[config.mk]
export PLATFORM = sky130hd
export DESIGN_NAME = increment_skip_or_literal_exec
export DESIGN_NICKNAME = d
export VERILOG_FILES = /design/src/shared/inc_skip_pkg.sv /design/src/rtl/q_phase_gen.sv /design/src/rtl/increment_skip_or_literal_exec.sv
export VERILOG_INCLUDE_DIRS = /design/src /design/src/shared
export SDC_FILE = /design/constraint.sdc
export NUM_CORES = 1
export LEC_CHECK = 0
export ABC_CLOCK_PERIOD_IN_PS = 1900
export BUFFER_PORTS_ARGS = -buffer_cell sky130_fd_sc_hd__buf_2
export CAP_MARGIN = 20
export CORE_UTILIZATION = 47
export DETAILED_ROUTE_END_ITERATION = 6
export PLACE_DENSITY = 0.76
export SYNTH_ARGS = -nofsm -noshare
export SYNTH_HDL_FRONTEND = slang
export SYNTH_SLANG_ARGS = --single-unit
[constraint.sdc]
create_clock -name sys_clk -period 1.9 [get_ports sys_clk]
set_input_delay 0.095 -clock sys_clk [delete_from_list [all_inputs] [get_ports sys_clk]]
set_output_delay 0.095 -clock sys_clk [all_outputs]
set_load 0.05 [all_outputs]
[src/shared/inc_skip_defines.svh]
`ifndef INC_SKIP_DEFINES_SVH
`define INC_SKIP_DEFINES_SVH
// How it works
// RULE1: word 0011 11da ffff ffff increments register f, skips on a zero result, keeps flags.
// RULE2: word 0100 10da ffff ffff increments register f, skips on a non-zero result, keeps flags.
// RULE3: destination bit 0 sends the sum to the accumulator, 1 writes it back to register f.
// RULE4: a zero sum of the skip-if-zero form drops the fetched word and runs a no_operation.
// RULE5: a non-zero sum of the skip-if-nonzero form drops the fetched word, runs a no_operation.
// RULE6: access bit 0 takes the access bank, access bit 1 uses bank_select_reg for the bank.
// RULE7: access bit 0, extended set on and f at most 95 selects indexed literal offset mode.
// RULE8: an increment-skip takes one word and 1 cycle, 2 when skipping, 3 over a 2-word one.
// RULE9: every skip cycle does nothing in all four phases, two cycles over a 2-word word.
// RULE10: word 0000 1001 kkkk kkkk ORs the literal into the accumulator and sets N and Z.
// RULE11: the OR uses all eight literal bits, one word, one cycle, result to the accumulator.
// RULE12: the OR decodes in Q1, takes the literal in Q2, works in Q3 and writes in Q4; the code latches the literal with the word in Q1 and ORs in Q4.
// RULE13: a dropped word writes nothing, moves no flag and only advances the program counter.
`define OPC_INC_SZ   6'h0f
`define OPC_INC_SNZ  6'h12
`define OPC_OR_LIT   8'h09
`define BIT_DEST     9
`define BIT_ACCESS   8
`define IDX_MAX      8'h5f
`define LO_PAGE      4'h0
`define HI_PAGE      4'hf
`define ADDR_W       12
`define Q1           2'h0
`define Q2           2'h1
`define Q3           2'h2
`define Q4           2'h3
`define PHASE_DIV    1
`define OFS_ACC      5'h00
`define OFS_BANK     5'h04
`define OFS_CTRL     5'h08
`define OFS_STAT     5'h0c
`define CTRL_RUN     0
`define CTRL_EXT     1
`define STAT_Z       0
`define STAT_N       1
`define STAT_SKIP    2
`define ACC_RST      8'h00
`define BANK_RST     4'h0
`define RUN_RST      1'b1
`define EXT_RST      1'b0
`endif

[src/shared/inc_skip_pkg.sv]
package inc_skip_pkg;
   typedef enum logic [1:0] {OP_NONE, OP_INC_SZ, OP_INC_SNZ, OP_OR_LIT} op_e;
   typedef enum logic {ST_EXEC, ST_SKIP} run_e;
   typedef struct packed {
      logic        valid;
      logic [15:0] word;
      logic        two_word;
   } fetch_s;
   typedef struct packed {
      logic        rd;
      logic        wr;
      logic [11:0] addr;
      logic [7:0]  wdata;
   } mem_req_s;
   typedef struct packed {
      logic [1:0] q;
      logic [7:0] cnt;
   } qgen_s;
   typedef struct packed {
      run_e        st;
      op_e         op;
      logic        took;
      logic [15:0] instr;
      logic [7:0]  opnd;
      logic [7:0]  acc;
      logic [3:0]  bank;
      logic        ext_en;
      logic        run;
      logic        flag_n;
      logic        flag_z;
      logic [1:0]  skip_left;
      logic        skip_first;
      mem_req_s    mem;
      logic        pc_inc;
      logic        flush;
      logic        bus_ack;
      logic [31:0] bus_rdata;
   } core_s;
endpackage

[src/rtl/q_phase_gen.sv]
`include "inc_skip_defines.svh"
module q_phase_gen #(
   parameter int PHASE_DIV = `PHASE_DIV
) (
   // clock and reset
   input  wire logic       sys_clk,
   input  wire logic       rst_n,
   // phase enable
   output logic            q_en,
   output logic [1:0]      q_idx
);
   localparam logic [7:0] LAST = 8'(PHASE_DIV - 1);
   inc_skip_pkg::qgen_s s_reg;
   inc_skip_pkg::qgen_s s_next;

   if (PHASE_DIV < 1 || PHASE_DIV > 256) begin : g_chk
      $error("PHASE_DIV out of range");
   end

   assign q_en  = (s_reg.cnt == 8'h00);
   assign q_idx = s_reg.q;

   // one enable pulse per phase, phases wrap Q1..Q4
   always_comb begin
      s_next = s_reg;
      if (s_reg.cnt == 8'h00) begin
         s_next.cnt = LAST;
         s_next.q   = s_reg.q + 2'h1;
      end else begin
         s_next.cnt = s_reg.cnt - 8'h01;
      end
   end

   always_ff @(posedge sys_clk) begin
      if (!rst_n) begin
         s_reg <= '{q: `Q1, cnt: 8'h00};
      end else begin
         s_reg <= s_next;
      end
   end
endmodule // q_phase_gen

[src/rtl/increment_skip_or_literal_exec.sv]
// Added by the designer: the placing of the registers and register access over Avalon-MM.
`include "inc_skip_defines.svh"
module increment_skip_or_literal_exec #(
   parameter int PHASE_DIV = `PHASE_DIV
) (
   // clock and reset
   input  wire logic                   sys_clk,
   input  wire logic                   rst_n,
   // avalon-mm slave
   input  wire logic [4:0]             avs_address,
   input  wire logic                   avs_read,
   input  wire logic                   avs_write,
   input  wire logic [31:0]            avs_writedata,
   output logic [31:0]                 avs_readdata,
   output logic                        avs_waitrequest,
   // fetch pipeline
   input  wire inc_skip_pkg::fetch_s   fetch,
   output logic                        instr_ready,
   output logic                        pc_inc,
   output logic                        flush,
   // data memory
   input  wire logic [11:0]            idx_base,
   input  wire logic [7:0]             mem_rdata,
   output inc_skip_pkg::mem_req_s      mem
);
   inc_skip_pkg::core_s s_reg;
   inc_skip_pkg::core_s s_next;
   logic                q_en;
   logic [1:0]          q_idx;
   logic [7:0]          sum;
   logic [7:0]          or_val;
   logic                skip_hit;
   logic                bus_req;
   logic                q1_fire;
   logic                q4_fire;

   q_phase_gen #(
      .PHASE_DIV (PHASE_DIV)
   ) u_qgen (
      .sys_clk (sys_clk),
      .rst_n   (rst_n),
      .q_en    (q_en),
      .q_idx   (q_idx)
   );

   // opcode decode
   function automatic inc_skip_pkg::op_e decode(input logic [15:0] w);
      if (w[15:10] == `OPC_INC_SZ) begin
         return inc_skip_pkg::OP_INC_SZ; // RULE1
      end else if (w[15:10] == `OPC_INC_SNZ) begin
         return inc_skip_pkg::OP_INC_SNZ; // RULE2
      end else if (w[15:8] == `OPC_OR_LIT) begin
         return inc_skip_pkg::OP_OR_LIT; // RULE10
      end
      return inc_skip_pkg::OP_NONE;
   endfunction

   function automatic logic is_inc(input inc_skip_pkg::op_e op);
      return op == inc_skip_pkg::OP_INC_SZ || op == inc_skip_pkg::OP_INC_SNZ;
   endfunction

   // operand address from f, access bit and bank
   function automatic logic [11:0] operand_addr(
      input logic [15:0] w,
      input logic        ext,
      input logic [3:0]  bank,
      input logic [11:0] base
   );
      logic [7:0] f;
      f = w[7:0];
      if (w[`BIT_ACCESS]) begin
         return {bank, f}; // RULE6
      end else if (ext && f <= `IDX_MAX) begin
         return 12'(base + {`LO_PAGE, f}); // RULE7
      end else if (f <= `IDX_MAX) begin
         return {`LO_PAGE, f}; // RULE6
      end
      return {`HI_PAGE, f};
   endfunction

   assign q1_fire         = q_en && s_reg.run && (q_idx == `Q1);
   assign q4_fire         = q_en && s_reg.run && (q_idx == `Q4);
   assign sum             = s_reg.opnd + 8'h01;
   assign or_val          = s_reg.acc | s_reg.instr[7:0]; // RULE11
   assign skip_hit        = (s_reg.op == inc_skip_pkg::OP_INC_SZ && sum == 8'h00) ||
                            (s_reg.op == inc_skip_pkg::OP_INC_SNZ && sum != 8'h00);
   assign bus_req         = avs_read || avs_write;
   assign avs_waitrequest = bus_req && !s_reg.bus_ack;
   assign avs_readdata    = s_reg.bus_rdata;
   assign instr_ready     = q1_fire;
   assign pc_inc          = s_reg.pc_inc;
   assign flush           = s_reg.flush;
   assign mem             = s_reg.mem;

   always_comb begin
      s_next        = s_reg;
      s_next.pc_inc = 1'b0;
      s_next.flush  = 1'b0;
      s_next.mem.wr = 1'b0;
      // register slave, one wait state
      s_next.bus_ack   = bus_req && !s_reg.bus_ack;
      s_next.bus_rdata = 32'h0000_0000;
      unique case (avs_address)
         `OFS_ACC:  s_next.bus_rdata[7:0] = s_reg.acc;
         `OFS_BANK: s_next.bus_rdata[3:0] = s_reg.bank;
         `OFS_CTRL: begin
            s_next.bus_rdata[`CTRL_RUN] = s_reg.run;
            s_next.bus_rdata[`CTRL_EXT] = s_reg.ext_en;
         end
         `OFS_STAT: begin
            s_next.bus_rdata[`STAT_Z]    = s_reg.flag_z;
            s_next.bus_rdata[`STAT_N]    = s_reg.flag_n;
            s_next.bus_rdata[`STAT_SKIP] = (s_reg.st == inc_skip_pkg::ST_SKIP);
         end
         default: s_next.bus_rdata = 32'h0000_0000;
      endcase
      if (s_reg.bus_ack && avs_write) begin
         unique case (avs_address)
            `OFS_ACC:  s_next.acc  = avs_writedata[7:0];
            `OFS_BANK: s_next.bank = avs_writedata[3:0];
            `OFS_CTRL: begin
               s_next.run    = avs_writedata[`CTRL_RUN];
               s_next.ext_en = avs_writedata[`CTRL_EXT];
            end
            default: s_next.run = s_reg.run;
         endcase
      end
      // instruction cycle, four phases
      if (q_en && s_reg.run) begin
         unique case (s_reg.st)
            inc_skip_pkg::ST_EXEC: begin
               unique case (q_idx)
                  `Q1: begin
                     s_next.took = fetch.valid;
                     s_next.op   = inc_skip_pkg::OP_NONE;
                     if (fetch.valid) begin
                        s_next.instr = fetch.word;
                        s_next.op    = decode(fetch.word); // RULE12
                        if (is_inc(decode(fetch.word))) begin
                           s_next.mem.rd   = 1'b1;
                           s_next.mem.addr = operand_addr(fetch.word, s_reg.ext_en,
                                                          s_reg.bank, idx_base);
                        end
                     end
                  end
                  `Q2: s_next.mem.rd = s_reg.mem.rd;
                  `Q3: begin
                     s_next.mem.rd = 1'b0;
                     s_next.opnd   = mem_rdata;
                  end
                  `Q4: begin
                     s_next.pc_inc = s_reg.took;
                     if (s_reg.op == inc_skip_pkg::OP_OR_LIT) begin
                        s_next.acc    = or_val; // RULE12
                        s_next.flag_z = (or_val == 8'h00); // RULE10
                        s_next.flag_n = or_val[7]; // RULE10
                     end else if (is_inc(s_reg.op)) begin
                        if (s_reg.instr[`BIT_DEST]) begin
                           s_next.mem.wr    = 1'b1; // RULE3
                           s_next.mem.wdata = sum;
                        end else begin
                           s_next.acc = sum; // RULE3
                        end
                        if (skip_hit) begin
                           s_next.st         = inc_skip_pkg::ST_SKIP; // RULE4 RULE5
                           s_next.flush      = 1'b1;
                           s_next.skip_left  = 2'h1; // RULE8
                           s_next.skip_first = 1'b1;
                        end
                     end
                     s_next.op = inc_skip_pkg::OP_NONE;
                  end
               endcase
            end
            inc_skip_pkg::ST_SKIP: begin
               unique case (q_idx)
                  `Q1: begin
                     if (s_reg.skip_first && fetch.two_word) begin
                        s_next.skip_left = 2'h2; // RULE8 RULE9
                     end
                     s_next.skip_first = 1'b0;
                  end
                  `Q4: begin
                     s_next.pc_inc = 1'b1; // RULE13
                     if (s_reg.skip_left == 2'h1) begin
                        s_next.st = inc_skip_pkg::ST_EXEC;
                     end else begin
                        s_next.skip_left = 2'h1; // RULE9
                     end
                  end
                  default: s_next.skip_left = s_reg.skip_left;
               endcase
            end
         endcase
      end
   end

   always_ff @(posedge sys_clk) begin
      if (!rst_n) begin
         s_reg <= '{st: inc_skip_pkg::ST_EXEC, op: inc_skip_pkg::OP_NONE,
                    acc: `ACC_RST, bank: `BANK_RST, run: `RUN_RST,
                    ext_en: `EXT_RST, default: '0};
      end else begin
         s_reg <= s_next;
      end
   end
endmodule // increment_skip_or_literal_exec

Yosys cells after proc, flatten, opt, wreduce, memory -nomap -nowiden. Cells that the tools add are included.

Register bits after elaboration: 108. Bits of input ports: 79. Output and inout port bits: 58. Word-level logic and storage cells: 166.

$add $sub $neg: 4. Magnitude comparators: 1. Equality and inequality tests: 24. Mux-type cells: 67. Bitwise operators: 7. Reduce and logical (&&, ||, !) cells: 38.

Operators by type and width (count): $mux 8 (7); $mux 12 (4); $mux 1 (28); $mux 2 (13); $logic_not 8->1 (3); $mux 14 (1); $add 12x8->12 (1); $reduce_and 6->1 (2); $eq 2x2->1 const B (5); $eq 5x4->1 const B (2); $ne 2x2->1 const B (5); $reduce_and 5->1 (2); $mux 3 (3); $reduce_and 3->1 (3); $add 8x1->8 const B (1); $eq 8x4->1 const B (1); $le 8x7->1 const B (1); $logic_and 1x1->1 (8); $or 8x8->8 (1); $pmux 1 s2 (4); $pmux 2 s2 (2); $pmux 2 s4 (1); $reduce_and 2->1 (4); $reduce_and 4->1 (2); other kinds (25) (37).

Depth between registers and ports, before layout.
Depth after elaboration: 21. Gate-level depth with buffers: 10. Gate-level depth less buffers: 9.

By module. A second synthesis with hierarchy kept.

Cells, all modules: 558. Area total of the unflattened synthesis: 4812.1 um^2.

Modules (own cells, without submodules): increment_skip_or_literal_exec (times used 1, cells each 504, area an instance 4340.4 um^2, seq. area each 1461.4 um^2); q_phase_gen (times used 1, cells each 54, area an instance 471.7 um^2, seq. area each 200.2 um^2).

Worst setup path before layout. OpenSTA, ideal clock, no wires.

Kind: reg-to-reg. Start point: reg u_qgen.s_reg[0] (netlist bit). End point: reg s_reg[57] (netlist bit). Setup time: 0.120 ns. Data arrival time: 1.870 ns. Data required time: 1.780 ns. Slack: -0.090 ns. Cell stages (with the launch flop): 9. Path buffers: 0. Period minus slack after synthesis: 1.990 ns. Cell sequence: dfxtp_1 inv_1 ha_1 and2b_2 nand4_4 nor2_1 nand2_1 o211ai_1 a21oi_1.

Word-level cells in the longest chain between the ends: 3.

Ends and longest elaborated chain: start, declared (RTL line q_phase_gen.sv:13) `inc_skip_pkg::qgen_s s_reg;`; start signal, assigned (RTL line q_phase_gen.sv:36) `` s_reg <= '{q: `Q1, cnt: 8'h00}; ``; start signal, assigned (RTL line q_phase_gen.sv:38) `s_reg <= s_next;`; $logic_not 8->1 (RTL line q_phase_gen.sv:20) `assign q_en = (s_reg.cnt == 8'h00);`; $logic_and 1x1->1 (RTL line increment_skip_or_literal_exec.sv:129) `if (q_en && s_reg.run) begin`; $reduce_and 6->1 (no source line); end signal, assigned (RTL line increment_skip_or_literal_exec.sv:200) `s_reg <= '{st: inc_skip_pkg::ST_EXEC, op: inc_skip_pkg::OP_NONE,`; end signal, assigned (RTL line increment_skip_or_literal_exec.sv:204) `s_reg <= s_next;`; end, declared (RTL line increment_skip_or_literal_exec.sv:26) `inc_skip_pkg::core_s s_reg;`.

Every way passes these cells. A chain may end at the register's enable or synchronous reset.

Final worst setup path.
Start point: reg u_qgen.s_reg[0] (netlist bit). End point: reg s_reg[103] (netlist bit).

Word-level cells in the longest chain between the ends: 2.

Ends and longest elaborated chain (RTL line): $logic_not 8->1 (q_phase_gen.sv:20); $logic_and 1x1->1 (increment_skip_or_literal_exec.sv:129).

Every way passes these cells.

==> impl_metrics.env <==
export IMPL_outcome="finished, final reports clean"
export IMPL_largest_reg_flops=41
export IMPL_peakVddDrop_mv=0.473
export IMPL_hold_violations=0
export IMPL_drt_initial_drc_count=243
export IMPL_clockRootBuffer="clkbuf_8"
export IMPL_netlist_top_cells_area="dfxtp_1 (35%), buf_4 (8.7%), mux2i_1 (8.1%)"
export IMPL_syn_area_mm2=0.00472
export IMPL_num_rows=36
export IMPL_syn_inst=540
export IMPL_cp_slowest_cell="or3_1"
export IMPL_powerDensity_mw_per_mm2=636
export IMPL_synth_top_area_share_pct=35.2
export IMPL_antenna_found_initial=0
export IMPL_worst_setup_path_end_kind="register"
export IMPL_synth_cell_types=61
export IMPL_cts_sinks=83
export IMPL_start_util_pct=48.3
export IMPL_syn_area_per_cell_um2=8.75
export IMPL_synth_edf_count=0
export IMPL_gp_congestion=0.896
export IMPL_antenna_left=0
export IMPL_slowest_delay_ps=380
export IMPL_io_pins=137
export IMPL_dieArea_mm2=0.0105
export IMPL_worst_pin_slew_ps=505
export IMPL_hold_path_class="in -> reg"
export IMPL_nets=754
export IMPL_grt_use_met1_pct=28.0
export IMPL_setup_viol=0
export IMPL_synth_seq_area_share_pct=35.2
export IMPL_period_share_pct=99.9
export IMPL_maxSlewViolCount=0
export IMPL_grt_overflow_total=0
export IMPL_arrival_ps=2130
export IMPL_gr_usage_met2_pct=39.6
export IMPL_crit_chain="inv_2, ha_4, and2b_2, nand4_4, or3_1, buf_4, o41ai_1"
export IMPL_vias_per_cell=5.33
export IMPL_rsz0062_at_grt="yes"
export IMPL_worstSetupStartpointType="register"
export IMPL_insertion_delay_ps=360
export IMPL_drcViolationCount=0
export IMPL_crit_fanout=10
export IMPL_max_slew_margin_pct=66.0
export IMPL_layout_drive_gt1_share_pct=32.5
export IMPL_layoutNonFillerInstCount=795
export IMPL_diodes=0
export IMPL_r2r_start="u_qgen.s_reg[0]"
export IMPL_final_setup_tns_ps=0
export IMPL_critPathRequiredTime_ps=2130
export IMPL_total_power_w=0.00372
export IMPL_grt_busiest_layer="met2"
export IMPL_grt_max_degree=27
export IMPL_cap_violations=0
export IMPL_core_area_mm2=0.00977
export IMPL_fin_crit_ps=1900
export IMPL_met3_usage_pct=3.76
export IMPL_port_buffers=88
export IMPL_vias=4239
export IMPL_wl_per_cell_um=14.7
export IMPL_h_tree_depth=3
export IMPL_placed_cell_area_mm2=0.00522
export IMPL_leakage_nw=2.57
export IMPL_yosys_area_top_type="dfxtp_1"
export IMPL_worstHoldStart="avs_writedata[3]"
export IMPL_synth_top_flop_cell="dfxtp_1"
export IMPL_wl_um=11700
export IMPL_worstSetupPathType="reg -> reg"
export IMPL_synthArstFlopShare_pct=0
export IMPL_finClkSkew_ps=13.8
export IMPL_numCtsBuffers=9
export IMPL_grt_usage_pct=22.5
export IMPL_synth_warnings=0
export IMPL_die_x_um=102
export IMPL_syn_to_final_growth_pct=23.8
export IMPL_dp_cells=753
export IMPL_grt_pass1_vias=3958
export IMPL_dieHeight_um=102
export IMPL_critPathLaunch="u_qgen.s_reg[0]"
export IMPL_fmax_mhz=527
export IMPL_cts_tree="built"
export IMPL_grt_pass1_wl_um=18300
export IMPL_dpl_hpwl_um=8360
export IMPL_final_cell_area_mm2=0.00585
export IMPL_path_clk_slew_ps=80
export IMPL_cts_buffer_depth=2
export IMPL_synth_seq_cells=83
export IMPL_drt_first_pass_iters=5
-- metrics by stage --
stage          hold slack [ps]  utilization [%]  setup WS, ps
4_1_cts                  0.806             57.8          6.92
3_3_place_gp               331             53.4         -56.8
5_1_grt                   33.1             59.8          -109
6_report                  3.25             59.8          1.19
3_5_place_dp               344             53.4          -105
2_1_floorplan              239                -        -0.881
-- placed cells by master (no fill, tap or decap), types with 11 or more instances in the layout --
master and instances:
buf_4 53, buf_2 87, ha_1 14, o21ai_0 25, nand3_1 11, a21oi_1 19, conb_1 24, mux2i_1 38
dfxtp_1 74, inv_1 17, nor2_1 74, nand2_1 32
-- where the power goes --
group	switching, W	internal (W)	total [W]
sequential	0.0000322	0.00177	0.00180
combinational	0.000407	0.000258	0.000664
clock	0.000643	0.000610	0.00125
total	0.00108	0.00264	0.00372
-- cells in the mapped netlist (4+ instances only) --
cell and instances:
buf_4 55, a22oi_1 8, and2_1 9, xor2_1 10, ha_1 17, nand3_1 12
nor2_1 76, nand4_1 4, inv_1 20, nand2b_1 4, nand2_1 32, nor4_1 5
nor2b_1 4, clkbuf_1 9, dfxtp_1 83, a211oi_1 9, and3_1 6, o211ai_1 6
a31oi_1 8, nor3_1 9, mux2i_1 38, xnor2_1 9, o21ai_0 31, a21oi_1 20
-- cell type report --
class / instances / area, µm²
fillers: 833 / 3930
well taps: 133 / 166
clock buffers: 10 / 128
multi-input cells: 386 / 2660
flip-flops and latches: 83 / 1680
clock inverters: 6 / 65.1
repair buffers: 157 / 1070
inverters: 20 / 75.1
-- per-layer routing --
| layer | vias to the layer above | part of all wire, % |
|---|---|---|
| met2 | 146 | 49 |
| met5 | - | 0 |
| li1 | 2048 | - |
| met1 | 2016 | 43 |
| met3 | 29 | 5.8 |
| met4 | 0 | 2.3 |
-- logic make-up (layout without fill, tap and decap cells) --
kind of cell | after synthesis | in the layout | share of synthesized area, %
other | 1 | 24 | 0.0794
adders and majority gates | 18 | 18 | 4.93
AOI/OAI and AO/OA | 103 | 103 | 14.1
and+or+nand+nor | 179 | 179 | 19.1
xor gates and xnor gates | 19 | 19 | 3.52
buffers and inverters | 94 | 193 | 13.4
muxes | 43 | 43 | 9.72
DFF | 83 | 83 | 35.2
-- worst paths after layout --
check / end / slack [ps] / cells past startpoint
min: s_reg[67] / 3 / 3
max: s_reg[103] / 1 / 7
max reg2reg: s_reg[103] / 1 / 7
min reg2reg: s_reg[32] / 460 / 1
-- repair_timing --
action	CTS	global route
gates cloned	2	0
gates resized for setup	24	31
buffers inserted	5	12
endpoints found under the setup margin	33	52
pin swaps	6	11
endpoints found under the hold margin	7	0
hold buffers	7	0
-- worst max-delay path: cells and delay by family (launching register included) --
kind	cells	cell delay, ps
AOI/OAI and AO/OA	1	340
and+or+nand+nor	3	720
adders and majority gates	1	130
DFF	1	330
buffers and inverters	2	260
(Power assumes the default switching activity.)
